**config.mk**
```make
export PLATFORM = sky130hd
export DESIGN_NAME = ctr_regs
export DESIGN_NICKNAME = d
export VERILOG_FILES = /design/src/hdl/ctr_pkg.sv /design/src/hdl/ctr_sync.sv /design/src/hdl/ctr_regs.sv
export VERILOG_INCLUDE_DIRS = /design/src /design/src/hdl
export SDC_FILE = /design/constraint.sdc
export NUM_CORES = 1
export LEC_CHECK = 0
export BUFFER_PORTS_ARGS = -buffer_cell sky130_fd_sc_hd__buf_2
export CORE_MARGIN = 8
export CORE_UTILIZATION = 62
export DETAILED_ROUTE_END_ITERATION = 8
export GPL_TIMING_DRIVEN = 1
export PLACE_DENSITY = 0.85
export SYNTH_ARGS = -nofsm -noshare
export SYNTH_HDL_FRONTEND = slang
export SYNTH_SLANG_ARGS = --single-unit
```
**constraint.sdc**
```tcl
create_clock -name i_mclk -period 3.2 [get_ports i_mclk]
set_clock_uncertainty 0.05 [all_clocks]
set_input_delay 0.16 -clock i_mclk [delete_from_list [all_inputs] [get_ports i_mclk]]
set_output_delay 0.16 -clock i_mclk [all_outputs]
set_load 0.03 [all_outputs]
```
**src/hdl/ctr_map.svh**
```systemverilog
`ifndef CTR_MAP_SVH
`define CTR_MAP_SVH
// register offsets
`define CTR_ADDR_SPC      13'h0000
`define CTR_ADDR_RBS      13'h0004
`define CTR_ADDR_TRIG     13'h0005
`define CTR_ADDR_CPC      13'h000A
`define CTR_ADDR_PDC      13'h000B
`define CTR_ADDR_PCD      13'h000C
`define CTR_ADDR_BLD      13'h000D
`define CTR_ADDR_OSC      13'h000E
`define CTR_ADDR_OSL      13'h000F
`define CTR_ADDR_OSB      13'h0010
`define CTR_ADDR_SPARE    13'h0011
`define CTR_ADDR_FBH      13'h0012
`define CTR_ADDR_FBM      13'h0013
`define CTR_ADDR_LAST     13'h0013
// reset values
`define CTR_RST_SPC       8'h18
`define CTR_RST_CPC       8'h80
`define CTR_RST_PDC       8'h30
`define CTR_RST_OSC       8'h70
`define CTR_RST_OSL       8'h80
`define CTR_RST_OSB       8'h80
`define CTR_RST_FBH       8'h80
`define CTR_RST_ZERO      8'h00
// field positions
`define CTR_INS_RW        15
`define CTR_INS_LEN_HI    14
`define CTR_INS_LEN_LO    13
`define CTR_BIT_RBSEL     0
`define CTR_BIT_TRIG      0
`define CTR_BIT_SOFTRST   5
`define CTR_BIT_VCOCAL    7
`define CTR_LEN_STREAM    2'h3
`define CTR_INS_BITS      5'h10
`define CTR_NUM_REGS      20
// autoclear command hold time in mclk cycles
`define CTR_CAL_CYCLES    4'hF
`endif

```
**src/hdl/ctr_pkg.sv**
```systemverilog
`default_nettype none
package ctr_pkg;
    // decoded instruction word
    typedef struct packed {
        logic        rd;
        logic [1:0]  len;
        logic [12:0] addr;
    } ctr_instr_t;
    // serial port states, gray on the steps from idle to data
    typedef enum logic [1:0] {
        CTR_IDLE  = 2'b00,
        CTR_INSTR = 2'b01,
        CTR_DATA  = 2'b11
    } ctr_state_t;
    // serial pins after sampling
    typedef struct packed {
        logic sclk;
        logic cs_n;
        logic sdio;
    } ctr_pins_t;
endpackage
`default_nettype wire

```
**src/hdl/ctr_sync.sv**
```systemverilog
`timescale 1ns/1ns
`default_nettype none
// two-flop synchroniser for the serial pins
module ctr_sync (
    // clock and reset
    input  wire logic             i_mclk,
    input  wire logic             i_rst_n,
    // raw pins
    input  wire ctr_pkg::ctr_pins_t i_pins,
    // synchronised pins
    output ctr_pkg::ctr_pins_t    o_pins
);
    ctr_pkg::ctr_pins_t meta;   // first stage, read only by second
    // two flops; idle level has chip select high
    always_ff @(posedge i_mclk or negedge i_rst_n) begin
        if (!i_rst_n) begin
            meta   <= 3'b010;
            o_pins <= 3'b010;
        end else begin
            meta   <= i_pins;
            o_pins <= meta;
        end
    end
endmodule
`default_nettype wire

```
**src/hdl/ctr_regs.sv**
```systemverilog
`timescale 1ns/1ns
`default_nettype none
`include "ctr_map.svh"
module ctr_regs (
    // clock and reset
    input  wire logic        i_mclk,
    input  wire logic        i_rst_n,
    // serial control port
    input  wire logic        i_sclk,
    input  wire logic        i_cs_n,
    input  wire logic        i_sdio,
    output logic             o_sdio,
    output logic             o_sdio_oe,
    // active control values
    output logic [7:0]       o_pump_current,
    output logic [7:0]       o_phase_ctrl,
    output logic [7:0]       o_pump_div,
    output logic [7:0]       o_backlash,
    output logic [7:0]       o_osc_ctrl,
    output logic [7:0]       o_osc_level,
    output logic [7:0]       o_osc_band,
    output logic [15:0]      o_fb_div,
    output logic             o_soft_reset,
    output logic             o_vco_cal
);
    ctr_pkg::ctr_pins_t  pins;        // synchronised pins
    logic                sclk_d;      // previous sclk
    logic                rise;        // sclk rising edge
    logic                fall;        // sclk falling edge
    ctr_pkg::ctr_state_t state;       // port state
    logic [15:0]         shreg;       // input shifter
    logic [4:0]          bitcnt;      // bits in current unit
    ctr_pkg::ctr_instr_t ins;         // latched instruction
    logic [12:0]         addr;        // current byte address
    logic [2:0]          bytes_left;  // bytes still due
    logic [7:0]          rd_byte;     // outgoing byte
    logic [7:0]          buf_r [`CTR_NUM_REGS];  // buffered
    logic [7:0]          act_r [`CTR_NUM_REGS];  // active
    logic                wr_stb;      // byte written this cycle
    logic [7:0]          wr_data;     // byte being written
    logic [3:0]          cal_cnt;     // autoclear task timer
    logic                trig_req;    // transfer trigger pending
    logic [7:0]          next_rd;     // read mux

    ctr_sync u_sync (
        .i_mclk (i_mclk),
        .i_rst_n(i_rst_n),
        .i_pins ({i_sclk, i_cs_n, i_sdio}),
        .o_pins (pins)
    );

    // edge detect on synchronised sclk
    always_ff @(posedge i_mclk or negedge i_rst_n) begin
        if (!i_rst_n) begin
            sclk_d <= 1'b0;
        end else begin
            sclk_d <= pins.sclk;
        end
    end
    assign rise = pins.sclk & ~sclk_d & ~pins.cs_n;
    assign fall = ~pins.sclk & sclk_d & ~pins.cs_n;
    assign wr_data = {shreg[6:0], pins.sdio};

    // serial state machine and shifter
    always_ff @(posedge i_mclk or negedge i_rst_n) begin
        if (!i_rst_n) begin
            state      <= ctr_pkg::CTR_IDLE;
            shreg      <= 16'h0000;
            bitcnt     <= 5'h00;
            ins        <= 16'h0000;
            addr       <= 13'h0000;
            bytes_left <= 3'h0;
        end else if (pins.cs_n) begin
            // stall keeps context only between bytes of a counted transfer;
            // a stream ends here and a cut byte flushes
            if (bitcnt != 5'h00 || bytes_left == 3'h0 || state != ctr_pkg::CTR_DATA
                || ins.len == `CTR_LEN_STREAM) begin
                state  <= ctr_pkg::CTR_IDLE;
                bitcnt <= 5'h00;
            end
        end else if (rise) begin
            shreg <= {shreg[14:0], pins.sdio};
            unique case (state)
                ctr_pkg::CTR_IDLE: begin
                    state  <= ctr_pkg::CTR_INSTR;
                    bitcnt <= 5'h01;
                end
                ctr_pkg::CTR_INSTR: begin
                    if (bitcnt == `CTR_INS_BITS - 5'h01) begin
                        ins        <= {shreg[14:0], pins.sdio};
                        addr       <= {shreg[11:0], pins.sdio};
                        bytes_left <= shreg[13:12] == `CTR_LEN_STREAM ? 3'h4
                                                                       : {1'b0, shreg[13:12]} + 3'h1;
                        state      <= ctr_pkg::CTR_DATA;
                        bitcnt     <= 5'h00;
                    end else begin
                        bitcnt <= bitcnt + 5'h01;
                    end
                end
                ctr_pkg::CTR_DATA: begin
                    if (bitcnt == 5'h07) begin
                        bitcnt <= 5'h00;
                        addr   <= addr - 13'h0001;
                        if (ins.len != `CTR_LEN_STREAM) begin
                            bytes_left <= bytes_left - 3'h1;
                            if (bytes_left == 3'h1) begin
                                state <= ctr_pkg::CTR_IDLE;
                            end
                        end
                    end else begin
                        bitcnt <= bitcnt + 5'h01;
                    end
                end
            endcase
        end
    end
    assign wr_stb = rise && !pins.cs_n && state == ctr_pkg::CTR_DATA && bitcnt == 5'h07 && !ins.rd;

    always_comb begin
        next_rd = 8'h00;
        if (addr <= `CTR_ADDR_LAST) begin
            // select bit lives in the readback register and acts at once
            next_rd = buf_r[4][`CTR_BIT_RBSEL] ? buf_r[addr[4:0]] : act_r[addr[4:0]];
            if (addr == `CTR_ADDR_RBS || addr == `CTR_ADDR_TRIG) begin
                next_rd = buf_r[addr[4:0]];
            end
        end
    end

    // read output shifter and enable
    always_ff @(posedge i_mclk or negedge i_rst_n) begin
        if (!i_rst_n) begin
            rd_byte   <= 8'h00;
            o_sdio    <= 1'b0;
            o_sdio_oe <= 1'b0;
        end else if (pins.cs_n || state != ctr_pkg::CTR_DATA || !ins.rd) begin
            o_sdio_oe <= 1'b0;
            rd_byte   <= next_rd;
        end else if (fall) begin
            o_sdio_oe <= 1'b1;
            o_sdio    <= bitcnt == 5'h00 ? next_rd[7] : rd_byte[3'h7 - bitcnt[2:0]];
            if (bitcnt == 5'h00) begin
                rd_byte <= next_rd;
            end
        end
    end

    // buffered registers, written from the port
    genvar gi;
    generate
        for (gi = 0; gi < `CTR_NUM_REGS; gi++) begin : g_reg
            localparam logic [7:0] RST = gi == 0 ? `CTR_RST_SPC : gi == 10 ? `CTR_RST_CPC :
                                         gi == 11 ? `CTR_RST_PDC : gi == 14 ? `CTR_RST_OSC :
                                         gi == 15 ? `CTR_RST_OSL : gi == 16 ? `CTR_RST_OSB :
                                         gi == 18 ? `CTR_RST_FBH : `CTR_RST_ZERO;
            always_ff @(posedge i_mclk or negedge i_rst_n) begin
                if (!i_rst_n) begin
                    buf_r[gi] <= RST;
                end else if (wr_stb && addr == 13'(gi)) begin
                    buf_r[gi] <= wr_data;
                end else if (gi == 5 && trig_req) begin
                    buf_r[gi] <= `CTR_RST_ZERO;
                end else if (gi == 0 && buf_r[gi][`CTR_BIT_SOFTRST] && cal_cnt == 4'h1) begin
                    buf_r[gi][`CTR_BIT_SOFTRST] <= 1'b0;
                end else if (gi == 14 && buf_r[gi][`CTR_BIT_VCOCAL] && cal_cnt == 4'h1) begin
                    buf_r[gi][`CTR_BIT_VCOCAL] <= 1'b0;
                end
            end
            always_ff @(posedge i_mclk or negedge i_rst_n) begin
                if (!i_rst_n) begin
                    act_r[gi] <= RST;
                end else if (trig_req) begin
                    act_r[gi] <= buf_r[gi];
                end else if (gi == 0 && cal_cnt == 4'h1) begin
                    // only the command bit clears, here and in the buffered copy, other bits stay put
                    act_r[gi][`CTR_BIT_SOFTRST] <= 1'b0;
                end else if (gi == 14 && cal_cnt == 4'h1) begin
                    // calibrate bit clears, other oscillator bits kept
                    act_r[gi][`CTR_BIT_VCOCAL] <= 1'b0;
                end
            end
        end
    endgenerate
    assign trig_req = buf_r[5][`CTR_BIT_TRIG];

    // task timer for autoclear commands
    always_ff @(posedge i_mclk or negedge i_rst_n) begin
        if (!i_rst_n) begin
            cal_cnt <= 4'h0;
        end else if (trig_req && (buf_r[0][`CTR_BIT_SOFTRST] || buf_r[14][`CTR_BIT_VCOCAL])) begin
            cal_cnt <= `CTR_CAL_CYCLES;
        end else if (cal_cnt != 4'h0) begin
            cal_cnt <= cal_cnt - 4'h1;
        end
    end

    // registered active outputs
    always_ff @(posedge i_mclk or negedge i_rst_n) begin
        if (!i_rst_n) begin
            o_pump_current <= `CTR_RST_CPC;
            o_phase_ctrl   <= `CTR_RST_PDC;
            o_pump_div     <= `CTR_RST_ZERO;
            o_backlash     <= `CTR_RST_ZERO;
            o_osc_ctrl     <= `CTR_RST_OSC;
            o_osc_level    <= `CTR_RST_OSL;
            o_osc_band     <= `CTR_RST_OSB;
            o_fb_div       <= {`CTR_RST_FBH, `CTR_RST_ZERO};
            o_soft_reset   <= 1'b0;
            o_vco_cal      <= 1'b0;
        end else begin
            o_pump_current <= act_r[10];
            o_phase_ctrl   <= act_r[11];
            o_pump_div     <= act_r[12];
            o_backlash     <= act_r[13];
            o_osc_ctrl     <= act_r[14];
            o_osc_level    <= act_r[15];
            o_osc_band     <= act_r[16];
            o_fb_div       <= {act_r[18], act_r[19]};
            o_soft_reset   <= act_r[0][`CTR_BIT_SOFTRST];
            o_vco_cal      <= act_r[14][`CTR_BIT_VCOCAL];
        end
    end

    // checks
    property p_trig_clears;
        @(posedge i_mclk) disable iff (!i_rst_n) trig_req |=> !trig_req;
    endproperty
    a_trig_clears: assert property (p_trig_clears) else $error("trigger not cleared");
    property p_pump_copy;
        @(posedge i_mclk) disable iff (!i_rst_n) trig_req |-> ##2 o_pump_current == $past(buf_r[10], 2);
    endproperty
    a_pump_copy: assert property (p_pump_copy) else $error("pump code not applied");
    property p_oe_quiet;
        @(posedge i_mclk) disable iff (!i_rst_n) pins.cs_n |=> !o_sdio_oe;
    endproperty
    a_oe_quiet: assert property (p_oe_quiet) else $error("sdio driven while deselected");
    property p_oe_on_fall;
        @(posedge i_mclk) disable iff (!i_rst_n) $rose(o_sdio_oe) |-> $past(fall);
    endproperty
    a_oe_on_fall: assert property (p_oe_on_fall) else $error("drive not after falling edge");
    property p_addr_dec;
        @(posedge i_mclk) disable iff (!i_rst_n)
            (rise && state == ctr_pkg::CTR_DATA && bitcnt == 5'h07) |=> addr == $past(addr) - 13'h0001;
    endproperty
    a_addr_dec: assert property (p_addr_dec) else $error("address not decremented");
    property p_instr_len;
        @(posedge i_mclk) disable iff (!i_rst_n)
            (state == ctr_pkg::CTR_INSTR && $past(state) == ctr_pkg::CTR_INSTR) |-> bitcnt < 5'h10;
    endproperty
    a_instr_len: assert property (p_instr_len) else $error("instruction too long");
    property p_write_buf;
        @(posedge i_mclk) disable iff (!i_rst_n) (wr_stb && addr == `CTR_ADDR_CPC) |=> buf_r[10] == $past(wr_data);
    endproperty
    a_write_buf: assert property (p_write_buf) else $error("write not stored");
    property p_act_hold;
        @(posedge i_mclk) disable iff (!i_rst_n) (!trig_req && cal_cnt == 4'h0) |=> act_r[10] == $past(act_r[10]);
    endproperty
    a_act_hold: assert property (p_act_hold) else $error("active changed without trigger");
    property p_stream_end;
        @(posedge i_mclk) disable iff (!i_rst_n)
            (pins.cs_n && state == ctr_pkg::CTR_DATA && ins.len == `CTR_LEN_STREAM) |=> state == ctr_pkg::CTR_IDLE;
    endproperty
    a_stream_end: assert property (p_stream_end) else $error("stream not ended by deselect");
    c_trig: cover property (@(posedge i_mclk) trig_req);
    c_read: cover property (@(posedge i_mclk) o_sdio_oe);
    c_write: cover property (@(posedge i_mclk) wr_stb);
endmodule
`default_nettype wire

```
# Word level (Yosys, flattened, before mapping)
# Index checks and enable logic that the tools add are counted.
[word_totals]
regBits = 456
in_bits = 5
output_inout_bits = 76
elab_cells = 237
[classes]
n_addsub = 6
magnitude_cmp = 3
eq_ne = 37
n_mux = 50
n_bitwise = 9
n_reduce_logical = 59
[op_table]
columns = ["cell", "count"]
rows = [
  ["== test 13 x 4 -> 1 bit (second input constant)", 8],
  ["two-way mux 8 bit", 12],
  ["binary-select mux 8 bit (select 5 bit)", 2],
  ["== test 13 x 3 -> 1 bit (second input constant)", 4],
  ["== test 13 x 5 -> 1 bit (second input constant)", 4],
  ["logical AND 1 bit", 27],
  ["== test 13 x 2 -> 1 bit (second input constant)", 2],
  ["two-way mux 13 bit", 2],
  ["case mux 13 bit (2 select lines)", 1],
  ["two-way mux 5 bit", 5],
  ["nonzero test 2 bit", 9],
  ["case mux 5 bit (3 select lines)", 1],
  ["two-way mux 2 bit", 7],
  ["== test 13 x 1 -> 1 bit (second input constant)", 1],
  ["<= comparator 13 x 5 -> 1 bit (second input constant)", 1],
  ["logical NOT 13 bit", 1],
  ["subtractor 13 x 1 -> 13 bit (second input constant)", 1],
  ["two-way mux 3 bit", 4],
  ["inequality test 2 bit (second input constant)", 6],
  ["inequality test 3 x 2 -> 1 bit (second input constant)", 4],
  ["AND reduction 6 bit", 2],
  ["two-way mux 1 bit", 11],
  ["two-way mux 4 bit", 2],
  ["AND reduction 2 bit", 4],
  ["other kinds (28)", 43],
]

# Depth between registers and ports, before layout
[depth]
depth_word = 10
ltp_mapped = 9
ltp_nobuf = 7

# Cells and area by module
# From an unflattened synthesis, not the netlist that was laid out.
[unflattened]
cells_unflattened = 1319
hier_area_um2 = 19682.6
[by_module_without_submodules]
columns = ["mod", "n_inst", "cells_each", "area_each_um2", "seq_area_each_um2"]
rows = [
  ["ctr_regs", 1, 1313, 19530.0, 11274.6],
  ["ctr_sync", 1, 6, 152.6, 152.6],
]

# Worst setup path after synthesis
# OpenSTA, ideal clock, no wires.
[synth_path]
path_kind = "register to register"
startpoint = "register addr[0]"
endpoint = "register addr[12]"
setup_time_ns = 0.121
arrival_time_ns = 2.669
path_slack_ns = 0.360
stages_incl_launch_ff = 10
n_path_buf = 2
path_cell_list = "dfrtp_1 buf_2 buf_1 inv_1 ha_1 or3b_2 or4_1 nor3_1 a31oi_1 o22a_1"
[synth_via]
elab_chain_cells = 3
[synth_rtl]
columns = ["element", "line_no", "rtl"]
rows = [
  ["start: declaration", "ctr_regs.sv:34", "logic [12:0] addr;"],
  ["start signal: assignment", "ctr_regs.sv:91", "addr <= {shreg[11:0], pins.sdio};"],
  ["start signal: assignment", "ctr_regs.sv:103", "addr <= addr - 13'h0001;"],
  ["subtractor 13 x 1 -> 13 bit", "ctr_regs.sv:103", ""],
  ["two-way mux 13 bit", "ctr_regs.sv:101", "if (bitcnt == 5'h07) begin"],
  ["case mux 13 bit (2 select lines)", "ctr_regs.sv:83", "unique case (state)"],
]
# Every way passes these cells. The select of a mux whose other input is x is not followed.
# A chain may end at the register's enable or synchronous reset.

# Worst setup path in the final report
[layout_path]
startpoint = "register addr[5]"
endpoint = "register buf_r[75] in the netlist's numbering"
[layout_via]
elab_chain_cells = 2
[layout_rtl]
columns = ["element", "line_no", "rtl"]
rows = [
  ["== test 13 x 4 -> 1 bit", "ctr_regs.sv:159", "end else if (wr_stb && addr == 13'(gi)) begin"],
  ["logical AND 1 bit", "ctr_regs.sv:159", ""],
  ["end signal: indexed assignment", "ctr_regs.sv:160", "buf_r[gi] <= wr_data;"],
  ["end signal: indexed assignment", "ctr_regs.sv:162", "buf_r[gi] <= `CTR_RST_ZERO;"],
  ["end: declaration", "ctr_regs.sv:37", "logic [7:0] buf_r [`CTR_NUM_REGS];"],
]
# Every way passes these cells.

==> metrics.md <==
| Metric | Value |
|---|---|
| Synthesized Nets | 1343 |
| Power share of the sequential group | 50.5% |
| Worst rel slew slack | 23.9% |
| Outcome | complete, no violations |
| Vias in the first global route | 12300 |
| Logic pwr share | 6.6% |
| Async S/R FF share, synth | 100% |
| Io pins | 81 |
| Ant. Diodes | 0 |
| Fin crit share | 92.8% |
| Final setup viols | 0 |
| Clock sink total | 455 |
| H-Tree Depth | 2 |
| Total core area | 31500 um2 |
| Clock Power Share | 42.9% |
| Vias per cell | 6.36 |
| Mapped Area | 19700 um2 |
| Grt ovf | 0 |
| Clk slew on worst S/H paths | 0.06 ns |
| Post-synth EDFFs | 0 |
| Rows | 65 |
| Share of cells above drive strength 1 | 45.6% |
| Req. time, crit path | 3.58 ns |
| Global Route Usage Sum | 23.7% |
| Worst skew pair latency | 0.55 ns |
| TritonCTS clock tree | yes |
| Initial DRC count | 1021 |
| Final hold vios | 0 |
| Leakage power | 10.7 nW |
| Most common cell after layout, fill and taps aside | dfrtp_1 |
| Least-Margin Pin Slew | 1.14 ns |
| Largest net degree at the start of global routing | 96 |
| Post-Route WL | 44600 um |
| Gp weighted congestion | 0.889 |
| Initial Utilization | 62.6% |
| Maximum buffer depth of the clock tree | 3 |
| # Max-Cap Violations | 0 |
| Synth unique cells | 58 |
| Power per cell area | 552 nW/um2 |
| Initial antenna violation count | 0 |
| Commonest non-fill, non-tap cells in the layout | 418 x dfrtp_1, 337 x mux2_2, 79 x buf_2, 76 x mux4_2, 50 x nand2_1 |
| Critical path class | register to register |
| Postcts setup bufs | 0 |
| DRT Pass-1 Iters | 5 |
| # DRC | 0 |
| FILL cells | 2015 |
| Worst EP arrival | 3.35 ns |
| Wirelength per Cell | 24.2 um |
| Internal power | 9.23 mW |
| Nets | 1429 |
| Post-Syn Instances | 1322 |
| IO Port Bufs | 80 |
| Root Driver | clkbuf_16 |
| Psw | 3.02 mW |
| Post-Route Setup TNS | 0 ns |
| Global-route wire length before repair | 71300 um |
| Final Max Tran Viols | 0 |
| Via count | 11800 |
| Chip Height | 194 um |
| Layout area overhead | 12.6% |
| Number of CTS-inserted buffers | 46 |
| Peak VDD IR | 381 uV |
| Crit Path Max Fanout | 8 |
| Final Critical Period | 2.97 ns |
| DIE WIDTH | 194 um |
| Ys Warns | 0 |
| RSZ-0062 raised after global routing | false |
| Die area | 37800 um2 |
| Post-Syn Area per Cell | 14.9 um2 |
| Seq/Total Area, Yosys | 58.0% |
| Hpwl dp | 28500 um |
| Total design power | 12.3 mW |
| Routed Antenna Nets | 0 |
| Startpoint Class | register |
| Yosys reg bits | 455 |
| CP endpoint kind | register |
| Switching Share | 24.7% |
| Main synth FF type | dfrtp_1 |
| Peak Freq | 337 MHz |
| Hold Crit Class | input pin to asynchronous set/reset pin |
==> synth_stat cells, drive strengths merged, types with 3 or more instances <==
cell / n / area share, %
a21oi: 19 / 0.48
a31oi: 6 / 0.19
dfstp: 33 / 4.4
nor2: 47 / 1.0
nand3: 17 / 0.53
mux2: 351 / 20
or3b: 3 / 0.13
and2: 7 / 0.22
clkbuf: 66 / 1.3
o31ai: 10 / 0.38
mux2i: 24 / 1.2
nor2b: 13 / 0.41
and3: 9 / 0.29
nand3b: 3 / 0.11
a32oi: 10 / 0.44
and4: 3 / 0.13
buf: 17 / 0.39
o22ai: 4 / 0.13
nor4b: 3 / 0.21
mux4: 76 / 8.7
a221oi: 7 / 0.31
inv: 17 / 0.32
o21ai: 24 / 0.61
dfrtp: 422 / 54
o22a: 3 / 0.13
ha: 16 / 1.0
nand2: 50 / 0.95
nor3: 12 / 0.30
a22oi: 12 / 0.46
nor4: 5 / 0.23
==> metal layers <==
| metal | vias up | global-route usage (%) | wire length (um) |
|---|---|---|---|
| met5 | - | 0 | 0 |
| met4 | 0 | 8.23 | 1390 |
| met3 | 92 | 3.96 | 2370 |
| met2 | 366 | 38.4 | 21800 |
| met1 | 6243 | 32.6 | 19000 |
| li1 | 5054 | - | - |
==> final timing paths <==
kind	from	to	slack, ns	depth (start not counted)
min in group i_mclk	i_cs_n	u_sync.meta[1]	0.21	2
setup reg to reg	addr[5]	buf_r[75]	0.23	5
max in group asynchronous	i_rst_n	buf_r[156]	1.98	3
setup / recovery	addr[5]	buf_r[75]	0.23	5
hold reg to reg	u_sync.meta[2]	u_sync.o_pins[2]	0.30	0
hold / removal	i_rst_n	o_pump_div[3]	0.14	2
==> power by group through the flow <==
| stage | sequential (mW) | clock (mW) | combinational [mW] |
|---|---|---|---|
| 5_1_grt | 6.19 | 5.56 | 0.886 |
| 3_5_place_dp | 6.27 | 0 | 0.810 |
| 6_report | 6.18 | 5.26 | 0.808 |
| 3_3_place_gp | 6.26 | 0 | 0.798 |
| 4_1_cts | 6.17 | 5.32 | 0.821 |
| 2_1_floorplan | 5.98 | 0 | 0.667 |
==> cells by family (layout without fill, tap and decap cells) <==
| kind of cell | Yosys count | count (layout) | synth area share, % |
|---|---|---|---|
| xor+xnor | 2 | 2 | 0.0889 |
| compound gates | 115 | 115 | 3.97 |
| flops | 455 | 455 | 58.0 |
| fa+ha+maj | 16 | 16 | 1.02 |
| simple gates | 183 | 183 | 5.02 |
| buf+inv | 100 | 223 | 1.97 |
| mux | 451 | 451 | 30.0 |
==> timing repair <==
item,in CTS,in global routing
hold buffers,4,0
endpoints found under the hold margin,75,0
resized for setup,0,0
setup endpoints to repair,0,0
==> flip-flops by register name (all words and copies together), names as in the netlist, 2 cells and up <==
register	count
buf_r	160
state	2
u_sync.o_pins	3
bytes_left	3
bitcnt	5
u_sync.meta	3
o_pump_current	8
o_fb_div	16
ins	3
shreg	15
act_r	160
rd_byte	8
o_backlash	8
o_osc_ctrl	8
o_osc_band	8
cal_cnt	4
addr	13
o_osc_level	8
o_pump_div	8
o_phase_ctrl	8
==> per-stage QoR <==
| step | hold WS [ns] | instance area, um2 | instances | utilization (%) | setup WS, ns |
|---|---|---|---|---|---|
| detailed placement | 0.146 | 20700 | 1758 | 65.7 | 0.294 |
| floorplan | -0.186 | 19700 | 1322 | - | 0.360 |
| global route | 0.205 | 22200 | 1847 | 70.5 | 0.153 |
| CTS | 0.175 | 22200 | 1847 | 70.5 | 0.277 |
| global placement | 0.143 | 20700 | 1758 | 65.7 | 0.342 |
| finish | 0.145 | 22200 | 1847 | 70.5 | 0.231 |
==> critical path, stage by stage (launching register included) <==
cell,delay [ns]
dfrtp_1,0.46
or4_1,0.60
nor4_4,0.53
nand3b_1,0.33
nor2_2,0.49
mux2_2,0.40
==> final cells by class <==
| cell class | count | area, um2 | area share [%] |
|---|---|---|---|
| clock buffers | 70 | 1310 | 5.91 |
| clock inverters | 15 | 169 | 0.761 |
| inverters | 17 | 63.8 | 0.287 |
| multi-input cells | 767 | 7900 | 35.6 |
| flip-flops and latches | 455 | 11400 | 51.5 |
| well taps | 402 | 503 | 2.27 |
| repair buffers | 121 | 816 | 3.68 |
Power figures use the tool's default switching activity.
